## src/hdl/wwdt_pkg.sv

```systemverilog
package wwdt_pkg;
	// bus geometry
	localparam int          AXI_AW       = 8;
	localparam int          AXI_DW       = 32;
	localparam logic [7:0]  OFS_CTRL     = 8'h00;
	localparam logic [7:0]  OFS_STAT     = 8'h04;
	localparam logic [1:0]  RESP_OKAY    = 2'h0;
	localparam logic [1:0]  RESP_SLVERR  = 2'h2;
	// timing: oscillator and system clock rates, change window length
	localparam int          OSC_HZ       = 128000;
	localparam int          CORE_HZ      = 20000000;
	localparam logic [2:0]  CE_WINDOW    = 3'h4;
	// time-out base in oscillator cycles, doubled per select step
	localparam int          PS_BASE      = 2048;
	localparam logic [3:0]  PS_MAX_CODE  = 4'h9;
	localparam int          CNT_W        = 20;
	// field positions and reset values
	localparam int          STAT_RCF_BIT = 3;
	localparam logic [3:0]  PS_RESET     = 4'h0;
	localparam logic        WDE_RESET    = 1'b0;

	// control byte layout
	typedef struct packed {
		logic       flag;
		logic       irq_en;
		logic       ps3;
		logic       ce;
		logic       rst_en;
		logic [2:0] ps_lo;
	} wwdt_ctrl_t;
endpackage

```

## src/hdl/wwdt_top.sv

```systemverilog
// Our own choices: the address map and register access over AXI4-Lite.
`timescale 1ns/1ps
module wwdt_top
	import wwdt_pkg::*;
#(
	parameter int BASE_TICKS = PS_BASE
) (
	input  wire logic              CORE_CLK_I,
	input  wire logic              RESET_I,
	input  wire logic              OSC_128K_I,
	input  wire logic              ALWAYS_ON_FUSE_I,
	input  wire logic              CLK_MON_I,
	input  wire logic              KICK_I,
	input  wire logic              GIE_I,
	input  wire logic              IRQ_ACK_I,
	output logic                   IRQ_O,
	output logic                   WAKE_O,
	output logic                   WDT_RESET_O,
	input  wire logic              S_AXI_AWVALID_I,
	output logic                   S_AXI_AWREADY_O,
	input  wire logic [AXI_AW-1:0] S_AXI_AWADDR_I,
	input  wire logic              S_AXI_WVALID_I,
	output logic                   S_AXI_WREADY_O,
	input  wire logic [AXI_DW-1:0] S_AXI_WDATA_I,
	input  wire logic [3:0]        S_AXI_WSTRB_I,
	output logic                   S_AXI_BVALID_O,
	input  wire logic              S_AXI_BREADY_I,
	output logic [1:0]             S_AXI_BRESP_O,
	input  wire logic              S_AXI_ARVALID_I,
	output logic                   S_AXI_ARREADY_O,
	input  wire logic [AXI_AW-1:0] S_AXI_ARADDR_I,
	output logic                   S_AXI_RVALID_O,
	input  wire logic              S_AXI_RREADY_I,
	output logic [AXI_DW-1:0]      S_AXI_RDATA_O,
	output logic [1:0]             S_AXI_RRESP_O
);

	////////////////////////////////////////////////////////////////////////////
	// input synchronisers: oscillator, fuse, clock monitor

	logic [2:0]       sync1;
	logic [2:0]       sync2;
	logic             osc_d;
	wire  logic [2:0] raw_in = {CLK_MON_I, ALWAYS_ON_FUSE_I, OSC_128K_I};

	// each pin gets its own two-stage chain, first stage read only by second
	genvar gi;
	generate
		for (gi = 0; gi < 3; gi++) begin : g_sync
			always_ff @(posedge CORE_CLK_I) begin
				if (RESET_I) begin
					sync1[gi] <= 1'b0;
					sync2[gi] <= 1'b0;
				end else begin
					sync1[gi] <= raw_in[gi];
					sync2[gi] <= sync1[gi];
				end
			end
		end
	endgenerate

	wire logic osc_s  = sync2[0];
	wire logic fuse_s = sync2[1];
	wire logic mon_s  = sync2[2];
	wire logic tick   = osc_s & ~osc_d;

	////////////////////////////////////////////////////////////////////////////
	// state

	logic             reset_enable_bit;
	logic             irq_enable_bit;
	logic             flag;
	logic             rcf;
	logic [3:0]       sel;
	logic [2:0]       ce_cnt;
	logic [CNT_W-1:0] cnt;

	////////////////////////////////////////////////////////////////////////////
	// bus write path: address and data held until the response is taken

	logic              aw_rdy;
	logic              w_rdy;
	logic [AXI_AW-1:0] waddr;
	logic [7:0]        wbyte;
	logic              wlane;

	wire logic       do_write = ~aw_rdy & ~w_rdy & ~S_AXI_BVALID_O;
	wire logic       ctrl_hit = (waddr == OFS_CTRL);
	wire logic       stat_hit = (waddr == OFS_STAT);
	wire logic       wr_ctrl  = do_write & ctrl_hit & wlane;
	wire logic       wr_stat  = do_write & stat_hit & wlane;
	wire wwdt_ctrl_t wr       = wwdt_ctrl_t'(wbyte);

	////////////////////////////////////////////////////////////////////////////
	// effective mode: fuse and clock monitor override the enable bits

	wire logic forced  = fuse_s | mon_s;
	wire logic eff_rst = forced | reset_enable_bit | rcf;
	wire logic eff_irq = ~forced & irq_enable_bit;
	wire logic running = eff_rst | eff_irq;

	// limit is base << code; reserved codes behave as the longest code
	wire logic [3:0]       sel_c   = (sel > PS_MAX_CODE) ? PS_MAX_CODE : sel;
	wire logic [CNT_W-1:0] lim     = CNT_W'((BASE_TICKS << sel_c) - 1);
	wire logic             expire  = running & tick & (cnt >= lim);
	wire logic             flag_set = expire & eff_irq;
	wire logic             rst_req  = expire & eff_rst & (~eff_irq | flag);

	// change window decode
	wire logic win = (ce_cnt != 3'h0);
	wire logic arm = wr_ctrl & wr.ce & wr.rst_en;
	wire logic chg = wr_ctrl & ~wr.ce & win;

	////////////////////////////////////////////////////////////////////////////
	// next values for the control state

	logic             next_wde;
	logic             next_irq_enable_bit;
	logic             next_flag;
	logic             next_rcf;
	logic [3:0]       next_sel;
	logic [2:0]       next_ce;
	logic [CNT_W-1:0] next_cnt;

	// setting reset enable is always allowed; clearing only in the window
	assign next_wde = (wr_ctrl & wr.rst_en) ? 1'b1 :
	                  (chg & ~rcf)          ? 1'b0 : reset_enable_bit;
	assign next_sel = chg ? {wr.ps3, wr.ps_lo} : sel;
	// vectoring in combined mode drops back to reset-only mode
	assign next_irq_enable_bit = (IRQ_ACK_I & eff_rst) ? 1'b0 :
	                   wr_ctrl               ? wr.irq_en : irq_enable_bit;
	// a new expiry outranks a clear arriving in the same cycle
	assign next_flag = flag_set ? 1'b1 :
	                   (IRQ_ACK_I | (wr_ctrl & wr.flag)) ? 1'b0 : flag;
	assign next_rcf  = rst_req ? 1'b1 :
	                   (wr_stat & ~wbyte[STAT_RCF_BIT]) ? 1'b0 : rcf;
	assign next_ce   = arm ? CE_WINDOW :
	                   win ? ce_cnt - 3'h1 : ce_cnt;
	// kick wins over counting; an idle timer sits at zero
	assign next_cnt  = (KICK_I | ~running) ? '0 :
	                   expire ? '0 :
	                   tick   ? cnt + CNT_W'(1) : cnt;

	// control registers
	always_ff @(posedge CORE_CLK_I) begin
		if (RESET_I) begin
			reset_enable_bit    <= WDE_RESET;
			irq_enable_bit   <= 1'b0;
			flag   <= 1'b0;
			rcf    <= 1'b0;
			sel    <= PS_RESET;
			ce_cnt <= 3'h0;
			cnt    <= '0;
			osc_d  <= 1'b0;
		end else begin
			reset_enable_bit    <= next_wde;
			irq_enable_bit   <= next_irq_enable_bit;
			flag   <= next_flag;
			rcf    <= next_rcf;
			sel    <= next_sel;
			ce_cnt <= next_ce;
			cnt    <= next_cnt;
			osc_d  <= osc_s;
		end
	end

	// outputs: interrupt gated by global enable, wake ignores it
	always_ff @(posedge CORE_CLK_I) begin
		if (RESET_I) begin
			IRQ_O       <= 1'b0;
			WAKE_O      <= 1'b0;
			WDT_RESET_O <= 1'b0;
		end else begin
			IRQ_O       <= flag & eff_irq & GIE_I;
			WAKE_O      <= flag & eff_irq;
			WDT_RESET_O <= rst_req;
		end
	end

	////////////////////////////////////////////////////////////////////////////
	// read view of the registers

	wire logic [7:0] ctrl_rd = {flag, eff_irq & ~forced ? irq_enable_bit : 1'b0, sel[3], win,
	                            fuse_s | reset_enable_bit | rcf, sel[2:0]};
	wire logic [7:0] stat_rd = 8'(rcf) << STAT_RCF_BIT;
	wire logic       rd_hit  = (S_AXI_ARADDR_I == OFS_CTRL) | (S_AXI_ARADDR_I == OFS_STAT);
	wire logic [7:0] rd_byte = (S_AXI_ARADDR_I == OFS_CTRL) ? ctrl_rd :
	                           (S_AXI_ARADDR_I == OFS_STAT) ? stat_rd : 8'h00;

	////////////////////////////////////////////////////////////////////////////
	// AXI4-Lite write channels: one write in flight, response one cycle later

	always_ff @(posedge CORE_CLK_I) begin
		if (RESET_I) begin
			aw_rdy <= 1'b1;
			w_rdy  <= 1'b1;
			waddr  <= '0;
			wbyte  <= 8'h00;
			wlane  <= 1'b0;
		end else begin
			if (S_AXI_AWVALID_I & aw_rdy) begin
				aw_rdy <= 1'b0;
				waddr  <= S_AXI_AWADDR_I;
			end else if (S_AXI_BVALID_O & S_AXI_BREADY_I) begin
				aw_rdy <= 1'b1;
			end
			if (S_AXI_WVALID_I & w_rdy) begin
				w_rdy <= 1'b0;
				wbyte <= S_AXI_WDATA_I[7:0];
				wlane <= S_AXI_WSTRB_I[0];
			end else if (S_AXI_BVALID_O & S_AXI_BREADY_I) begin
				w_rdy <= 1'b1;
			end
		end
	end

	assign S_AXI_AWREADY_O = aw_rdy;
	assign S_AXI_WREADY_O  = w_rdy;

	// write response; unmapped addresses answer slave error
	always_ff @(posedge CORE_CLK_I) begin
		if (RESET_I) begin
			S_AXI_BVALID_O <= 1'b0;
			S_AXI_BRESP_O  <= RESP_OKAY;
		end else if (do_write) begin
			S_AXI_BVALID_O <= 1'b1;
			S_AXI_BRESP_O  <= (ctrl_hit | stat_hit) ? RESP_OKAY : RESP_SLVERR;
		end else if (S_AXI_BREADY_I) begin
			S_AXI_BVALID_O <= 1'b0;
		end
	end

	// read channel: data captured at the address handshake
	always_ff @(posedge CORE_CLK_I) begin
		if (RESET_I) begin
			S_AXI_ARREADY_O <= 1'b1;
			S_AXI_RVALID_O  <= 1'b0;
			S_AXI_RDATA_O   <= '0;
			S_AXI_RRESP_O   <= RESP_OKAY;
		end else if (S_AXI_ARVALID_I & S_AXI_ARREADY_O) begin
			S_AXI_ARREADY_O <= 1'b0;
			S_AXI_RVALID_O  <= 1'b1;
			S_AXI_RDATA_O   <= {24'h000000, rd_byte};
			S_AXI_RRESP_O   <= rd_hit ? RESP_OKAY : RESP_SLVERR;
		end else if (S_AXI_RVALID_O & S_AXI_RREADY_I) begin
			S_AXI_ARREADY_O <= 1'b1;
			S_AXI_RVALID_O  <= 1'b0;
		end
	end
endmodule

```

## config.mk

```make
export PLATFORM = sky130hd
export DESIGN_NAME = wwdt_top
export DESIGN_NICKNAME = d
export VERILOG_FILES = /design/src/hdl/wwdt_pkg.sv /design/src/hdl/wwdt_top.sv
export SDC_FILE = /design/constraint.sdc
export NUM_CORES = 1
export LEC_CHECK = 0
export ABC_CLOCK_PERIOD_IN_PS = 4900
export BUFFER_PORTS_ARGS = -buffer_cell sky130_fd_sc_hd__clkbuf_2
export CORE_MARGIN = 8
export CORE_UTILIZATION = 54
export CTS_CLUSTER_SIZE = 30
export DETAILED_ROUTE_END_ITERATION = 16
export PLACE_DENSITY = 0.81
export SLEW_MARGIN = 25
export SYNTH_ARGS = -nofsm -noshare
export SYNTH_HDL_FRONTEND = slang
export SYNTH_SLANG_ARGS = --single-unit
```

## constraint.sdc

```tcl
create_clock -name CORE_CLK_I -period 4.9 [get_ports CORE_CLK_I]
set_clock_uncertainty 0.05 [all_clocks]
set_input_delay 1.225 -clock CORE_CLK_I [delete_from_list [all_inputs] [get_ports CORE_CLK_I]]
set_output_delay 1.225 -clock CORE_CLK_I [all_outputs]
set_load 0.03 [all_outputs]
```

=== Yosys cells after proc, flatten, opt, wreduce, memory -nomap -nowiden ===
Index checks and enable logic that the tools add are counted.

* Register bits: 75
* Logic and storage cells: 125

* $add $sub $neg: 3
* Magnitude comparators: 2
* Equality and inequality tests: 2
* Shifts and indexed selects: 1
* Muxes and demuxes: 23
* Bitwise gates (word level): 51
* Reductions and logical operators: 14

{| class="wikitable"
|+ Operator list
! kind !! count
|-
| bitwise AND 1 bit || 30
|-
| adder 20 x 1 -> 20 bit, second input constant || 1
|-
| greater-or-equal comparator 20 bit || 1
|-
| left shift 12 x 4 -> 20 bit, first input constant || 1
|-
| subtractor 20 x 2 -> 20 bit, second input constant || 1
|-
| == test 8 x 3 -> 1 bit, second input constant || 2
|-
| logical NOT 8 bit || 2
|-
| two-way mux 1 bit || 16
|-
| nonzero test 2 bit || 8
|-
| bitwise OR 1 bit || 11
|-
| inverter 1 bit || 10
|-
| two-way mux 4 bit || 2
|-
| two-way mux 8 bit || 1
|-
| two-way mux 3 bit || 2
|-
| greater-than comparator 4 bit, second input constant || 1
|-
| two-way mux 2 bit || 2
|-
| OR reduction 2 bit || 2
|-
| nonzero test 3 bit || 1
|-
| OR reduction 3 bit || 1
|-
| subtractor 3 x 1 -> 3 bit, second input constant || 1
|}

=== Longest topological paths before layout ===
* Depth after elaboration: 10
* Gate-level depth with buffers: 15
* Mapped depth without buffers: 13

=== Worst setup path after synthesis ===
No wires, ideal clock.

* Path kind: register to register
* From: register sel[2]
* To: register rcf
* Arrival: 2.686 ns
* Required time: 4.758 ns
* Path slack: 2.072 ns
* Cell stages (with the launch flop): 15
* Clock period less this slack: 2.828 ns
* Path through: dfxtp_1 -> clkbuf_1 -> nor2_1 -> nand3b_1 -> ha_1 -> nor3_1 -> mux2i_1 -> nor2_1 -> a21oi_1 -> ha_1 -> nand4_1 -> o221a_2 -> nor3_1 -> and3b_1 -> o32ai_1

* Cells in the longest elaborated chain, start to end: 9
* Elaborated cells between the ends (all ways): 10

{| class="wikitable"
|+ Ends and longest elaborated chain
! element !! RTL line !! source
|-
| from (decl) || wwdt_top.sv:74 || <nowiki>logic [3:0] sel;</nowiki>
|-
| from (signal assigned) || wwdt_top.sv:160 || <nowiki>sel <= next_sel;</nowiki>
|-
| greater-than comparator 4 bit || wwdt_top.sv:103 || <nowiki>wire logic [3:0] sel_c = (sel > PS_MAX_CODE) ? PS_MAX_CODE : sel;</nowiki>
|-
| two-way mux 4 bit * || wwdt_top.sv:103 ||
|-
| left shift 12 x 4 -> 20 bit * || wwdt_top.sv:104 || <nowiki>wire logic [CNT_W-1:0] lim = CNT_W'((BASE_TICKS << sel_c) - 1);</nowiki>
|-
| subtractor 20 x 2 -> 20 bit * || wwdt_top.sv:104 ||
|-
| greater-or-equal comparator 20 bit * || wwdt_top.sv:105 || <nowiki>wire logic expire = running & tick & (cnt >= lim);</nowiki>
|-
| bitwise AND 1 bit * || wwdt_top.sv:105 ||
|-
| bitwise AND 1 bit * (2 in a row) || wwdt_top.sv:107 || <nowiki>wire logic rst_req = expire & eff_rst & (~eff_irq | flag);</nowiki>
|-
| two-way mux 1 bit / nonzero test 2 bit (equally long branches) || -- ||
|-
| to (signal assigned) || wwdt_top.sv:159 || <nowiki>rcf <= next_rcf;</nowiki>
|-
| to (decl) || wwdt_top.sv:73 || <nowiki>logic rcf;</nowiki>
|}

Every way passes the cells marked *; elsewhere a longest branch is shown, timed or not.
A chain may end at the register's enable or synchronous reset.

=== Worst setup path in the final report ===
* From: register sel[2]
* To: register cnt[3]

* Cells in the longest elaborated chain, start to end: 7

{| class="wikitable"
|+ Ends and longest elaborated chain
! element !! RTL line !! source
|-
| greater-than comparator 4 bit || wwdt_top.sv:103 ||
|-
| two-way mux 4 bit * || wwdt_top.sv:103 ||
|-
| left shift 12 x 4 -> 20 bit * || wwdt_top.sv:104 ||
|-
| subtractor 20 x 2 -> 20 bit * || wwdt_top.sv:104 ||
|-
| greater-or-equal comparator 20 bit * || wwdt_top.sv:105 ||
|-
| bitwise AND 1 bit * || wwdt_top.sv:105 ||
|-
| OR reduction 3 bit (no line) * || -- ||
|-
| to (signal assigned) || wwdt_top.sv:162 || <nowiki>cnt <= next_cnt;</nowiki>
|-
| to (decl) || wwdt_top.sv:76 || <nowiki>logic [CNT_W-1:0] cnt;</nowiki>
|}

Marked as above.

==> impl_metrics.csv <==
group,metric,value,unit
global_routing,track_usage,16.3,%
finish,post-route-util,63.2,%
global_routing,antenna_found_initial,0,
pwr,peakVddDrop,0.236,mV
sta,timing.final.crit_share,70.1,%
synthesis,ys_seq_area_share,43.6,%
worst_setup_path,crit_fanout,20,
clocking,root_buffer,"clkbuf_8",
place,dp_hpwl,5140,microns
floorplanning,io_pins,109,
synthesis,synth_area_leaders,"dfxtp_1 44%, buf_4 5.8%, nor2_1 5.4%",
place,portBuffers,55,
routing,drtIter0Drc,94,
synthesis,ys_types,46,
worst_setup_path,worstPathRequired,5.06,ns
floorplanning,coreArea,5960,sq um
sta,fmax,291,MHz
worst_hold_path,hp-class,"reg2reg",
clocking,post_cts_buffers,0,
finish,fin_nets,518,
clocking,cts_sinks,73,
synthesis,netlist_instances,389,
synthesis,ys_ff_latch,73,
pwr,power_frac_clock,38.0,%
synthesis,synth_top_area_cell,"dfxtp_1",
sta,rsz0062_at_grt,"no",
place,dp_slack,1.49,ns
sta,hold_viol_final,0,
pwr,power.switching,0.348,mW
pwr,total_leakage_power,1.59,nW
clocking,cts_tree,"yes",
synthesis,synth_top_area_share,43.6,%
global_routing,grt.busiest_layer,"met2",
floorplanning,chipHeight,94.7,microns
global_routing,first_global_vias,2641,
clocking,clk_latency,0.36,ns
synthesis,dominantRegCellSynth,"dfxtp_1",
floorplanning,die_w,94.7,microns
finish,drive_gt1_share,18.2,%
worst_setup_path,end_kind,"flip-flop",
worst_setup_path,cp_data_arrival_time,3.59,ns
sta,tns,0,ns
global_routing,grt_util_met2,27.5,%
sta,slew_headroom,37.1,%
finish,syn2layout_area_growth,12.3,%
clocking,numCtsBuffers,9,
synthesis,synth_area,3350,sq um
clocking,htreeDepth,3,
clocking,cts.reportedPaths.clkPinSlew,0.08,ns
routing,wl,7130,microns
status,outcome,"complete, no violations",
sta,fin_crit,3.43,ns
finish,diodes,0,
synthesis,syn_avg_cell_area,8.61,sq um
global_routing,use_met1,18.8,%
floorplanning,start_util,56.2,%
synthesis,synth-edff-count,0,
worst_setup_path,crit_type,"reg2reg",
routing,num_vias,2690,
global_routing,met3_usage,4.52,%
pwr,pwr-share-comb,12.1,%
routing,drc_errors,0,
routing,wl_per_cell,13.7,microns
sta,setup_viol,0,
run,cap_violations,0,
global_routing,grt-ovfl-total,0,
worst_setup_path,startpoint_type,"flip-flop",
synthesis,yosys_warnings,0,
pwr,intPower,0.915,mW
pwr,swShare,27.6,%
routing,first_pass_iters,4,
clocking,cts_resized,0,
routing,ant_nets,0,
pwr,seq_power_share,49.9,%
global_routing,grt_max_degree,55,
sta,setup_slack,1.47,ns
global_routing,grt_pass1_wl,11600,microns
pwr,powerDensity,336,nW/um^2
routing,vias_per_cell,5.18,
clocking,clockBufferDepth,2,
floorplanning,dieArea,8980,sq um
synthesis,synthArstFlopShare,0,%
sta,worst_pin_slew,0.936,ns
place,routabilityCongestion,0.825,
floorplanning,num_rows,28,
sta,slew_violations,0,
clocking,ctsHoldBuffers,0,
[cell usage after synthesis, drive strengths merged (2+ instances only)]
cell type	instances
o21ai	7
nor3	10
o31ai	2
ha	14
or4	2
xnor2	4
mux2i	6
clkbuf	12
xor2	17
nand3	15
and2	3
nand3b	4
a22oi	6
nand2b	4
nor2b	9
a21o	3
inv	10
o21bai	2
nand4	9
and3	4
a21oi	31
a32oi	2
nand2	46
dfxtp	73
nor4	4
nor2	48
a211oi	3
buf	29
[worst paths after layout]
path         startpoint      to  slack, ns  cells after the start
max              sel[2]  cnt[3]       1.47                     13
min            sync1[1]  fuse_s       0.39                      1
max reg2reg      sel[2]  cnt[3]       1.47                     13
min reg2reg    sync1[1]  fuse_s       0.39                      1
[routing by layer]
layer  wire length, microns  part of all wire, %
met1                   3150                   44
met2                   3470                   49
met3                    325                  4.6
met4                    182                  2.6
met5                      0                    0
[cell usage in the layout (no fill, tap or decap), drive strengths merged, types with 3 or more instances in the layout]
master	synthesis	final
a211oi	3	3
a21o	3	3
a21oi	31	31
a22oi	6	6
and2	3	3
and3	4	4
clkbuf	12	64
clkinvlp	0	3
conb	1	26
dfxtp	73	73
ha	14	14
inv	10	11
mux2i	6	6
nand2	46	46
nand2b	4	4
nand3	15	15
nand3b	4	4
nand4	9	9
nor2	48	48
nor2b	9	9
nor3	10	10
nor4	4	4
o21ai	7	7
xnor2	4	4
xor2	17	17
[kinds of logic after synthesis]
logic type               Yosys count  synth area share, %
flip-flops                        73                 43.6
other                              1                0.112
multiplexers                       6                 1.79
AO/OA/AOI/OAI                     60                 11.1
buffers and inverters             51                 8.71
adder cells (fa/ha/maj)           14                 5.23
XOR/XNOR                          21                 5.49
AND/OR/NAND/NOR                  163                 24.0
[cell type report]
type	instances	area (sq um)
Tap cell	75	93.8
Timing Repair Buffer	55	275
Inverter	10	37.5
Clock inverter	6	66.3
Multi-Input combinational cell	290	1690
Clock buffer	10	138
Sequential cell	73	1460
Fill cell	516	2190
[sequential cells by signal, summed over array words and instances, names as in the netlist, 3 cells and up]
name	cells
cnt	20
sync1	3
ce_cnt	3
waddr	8
S_AXI_RDATA_O	8
wbyte	8
sel	4
[power groups by stage]
| stage | Sequential (mW) | Combinational, mW | Clock, mW |
|---|---|---|---|
| after detailed placement | 0.644 | 0.151 | 0 |
| final | 0.631 | 0.153 | 0.480 |
| after CTS | 0.631 | 0.154 | 0.486 |
| after global placement | 0.643 | 0.147 | 0 |
| after floorplan | 0.648 | 0.126 | 0 |
| after global routing | 0.633 | 0.173 | 0.512 |
[worst max-delay path: stages, from the launching register on]
cell and delay (ns):
dfxtp_1 0.41, nor2_1 0.30, nand3b_1 0.13, ha_1 0.29
nor3_1 0.23, mux2i_1 0.13, nor2_1 0.10, a21oi_1 0.05
ha_1 0.32, nand4_1 0.12, o221a_2 0.26, nor3_1 0.21
nand3b_1 0.58, nor2_1 0.11
[stage by stage]
step                      hold slack, ns  power, mW  std cells  cell area, sq um
after CTS                          0.396       1.27        519              3760
after detailed placement           0.380      0.795        503              3560
final                              0.393       1.26        519              3760
after global placement             0.370      0.791        503              3560
after global routing               0.417       1.32        519              3760
after floorplan                    0.364      0.774        414              3440
Power figures use the tool's default switching activity.
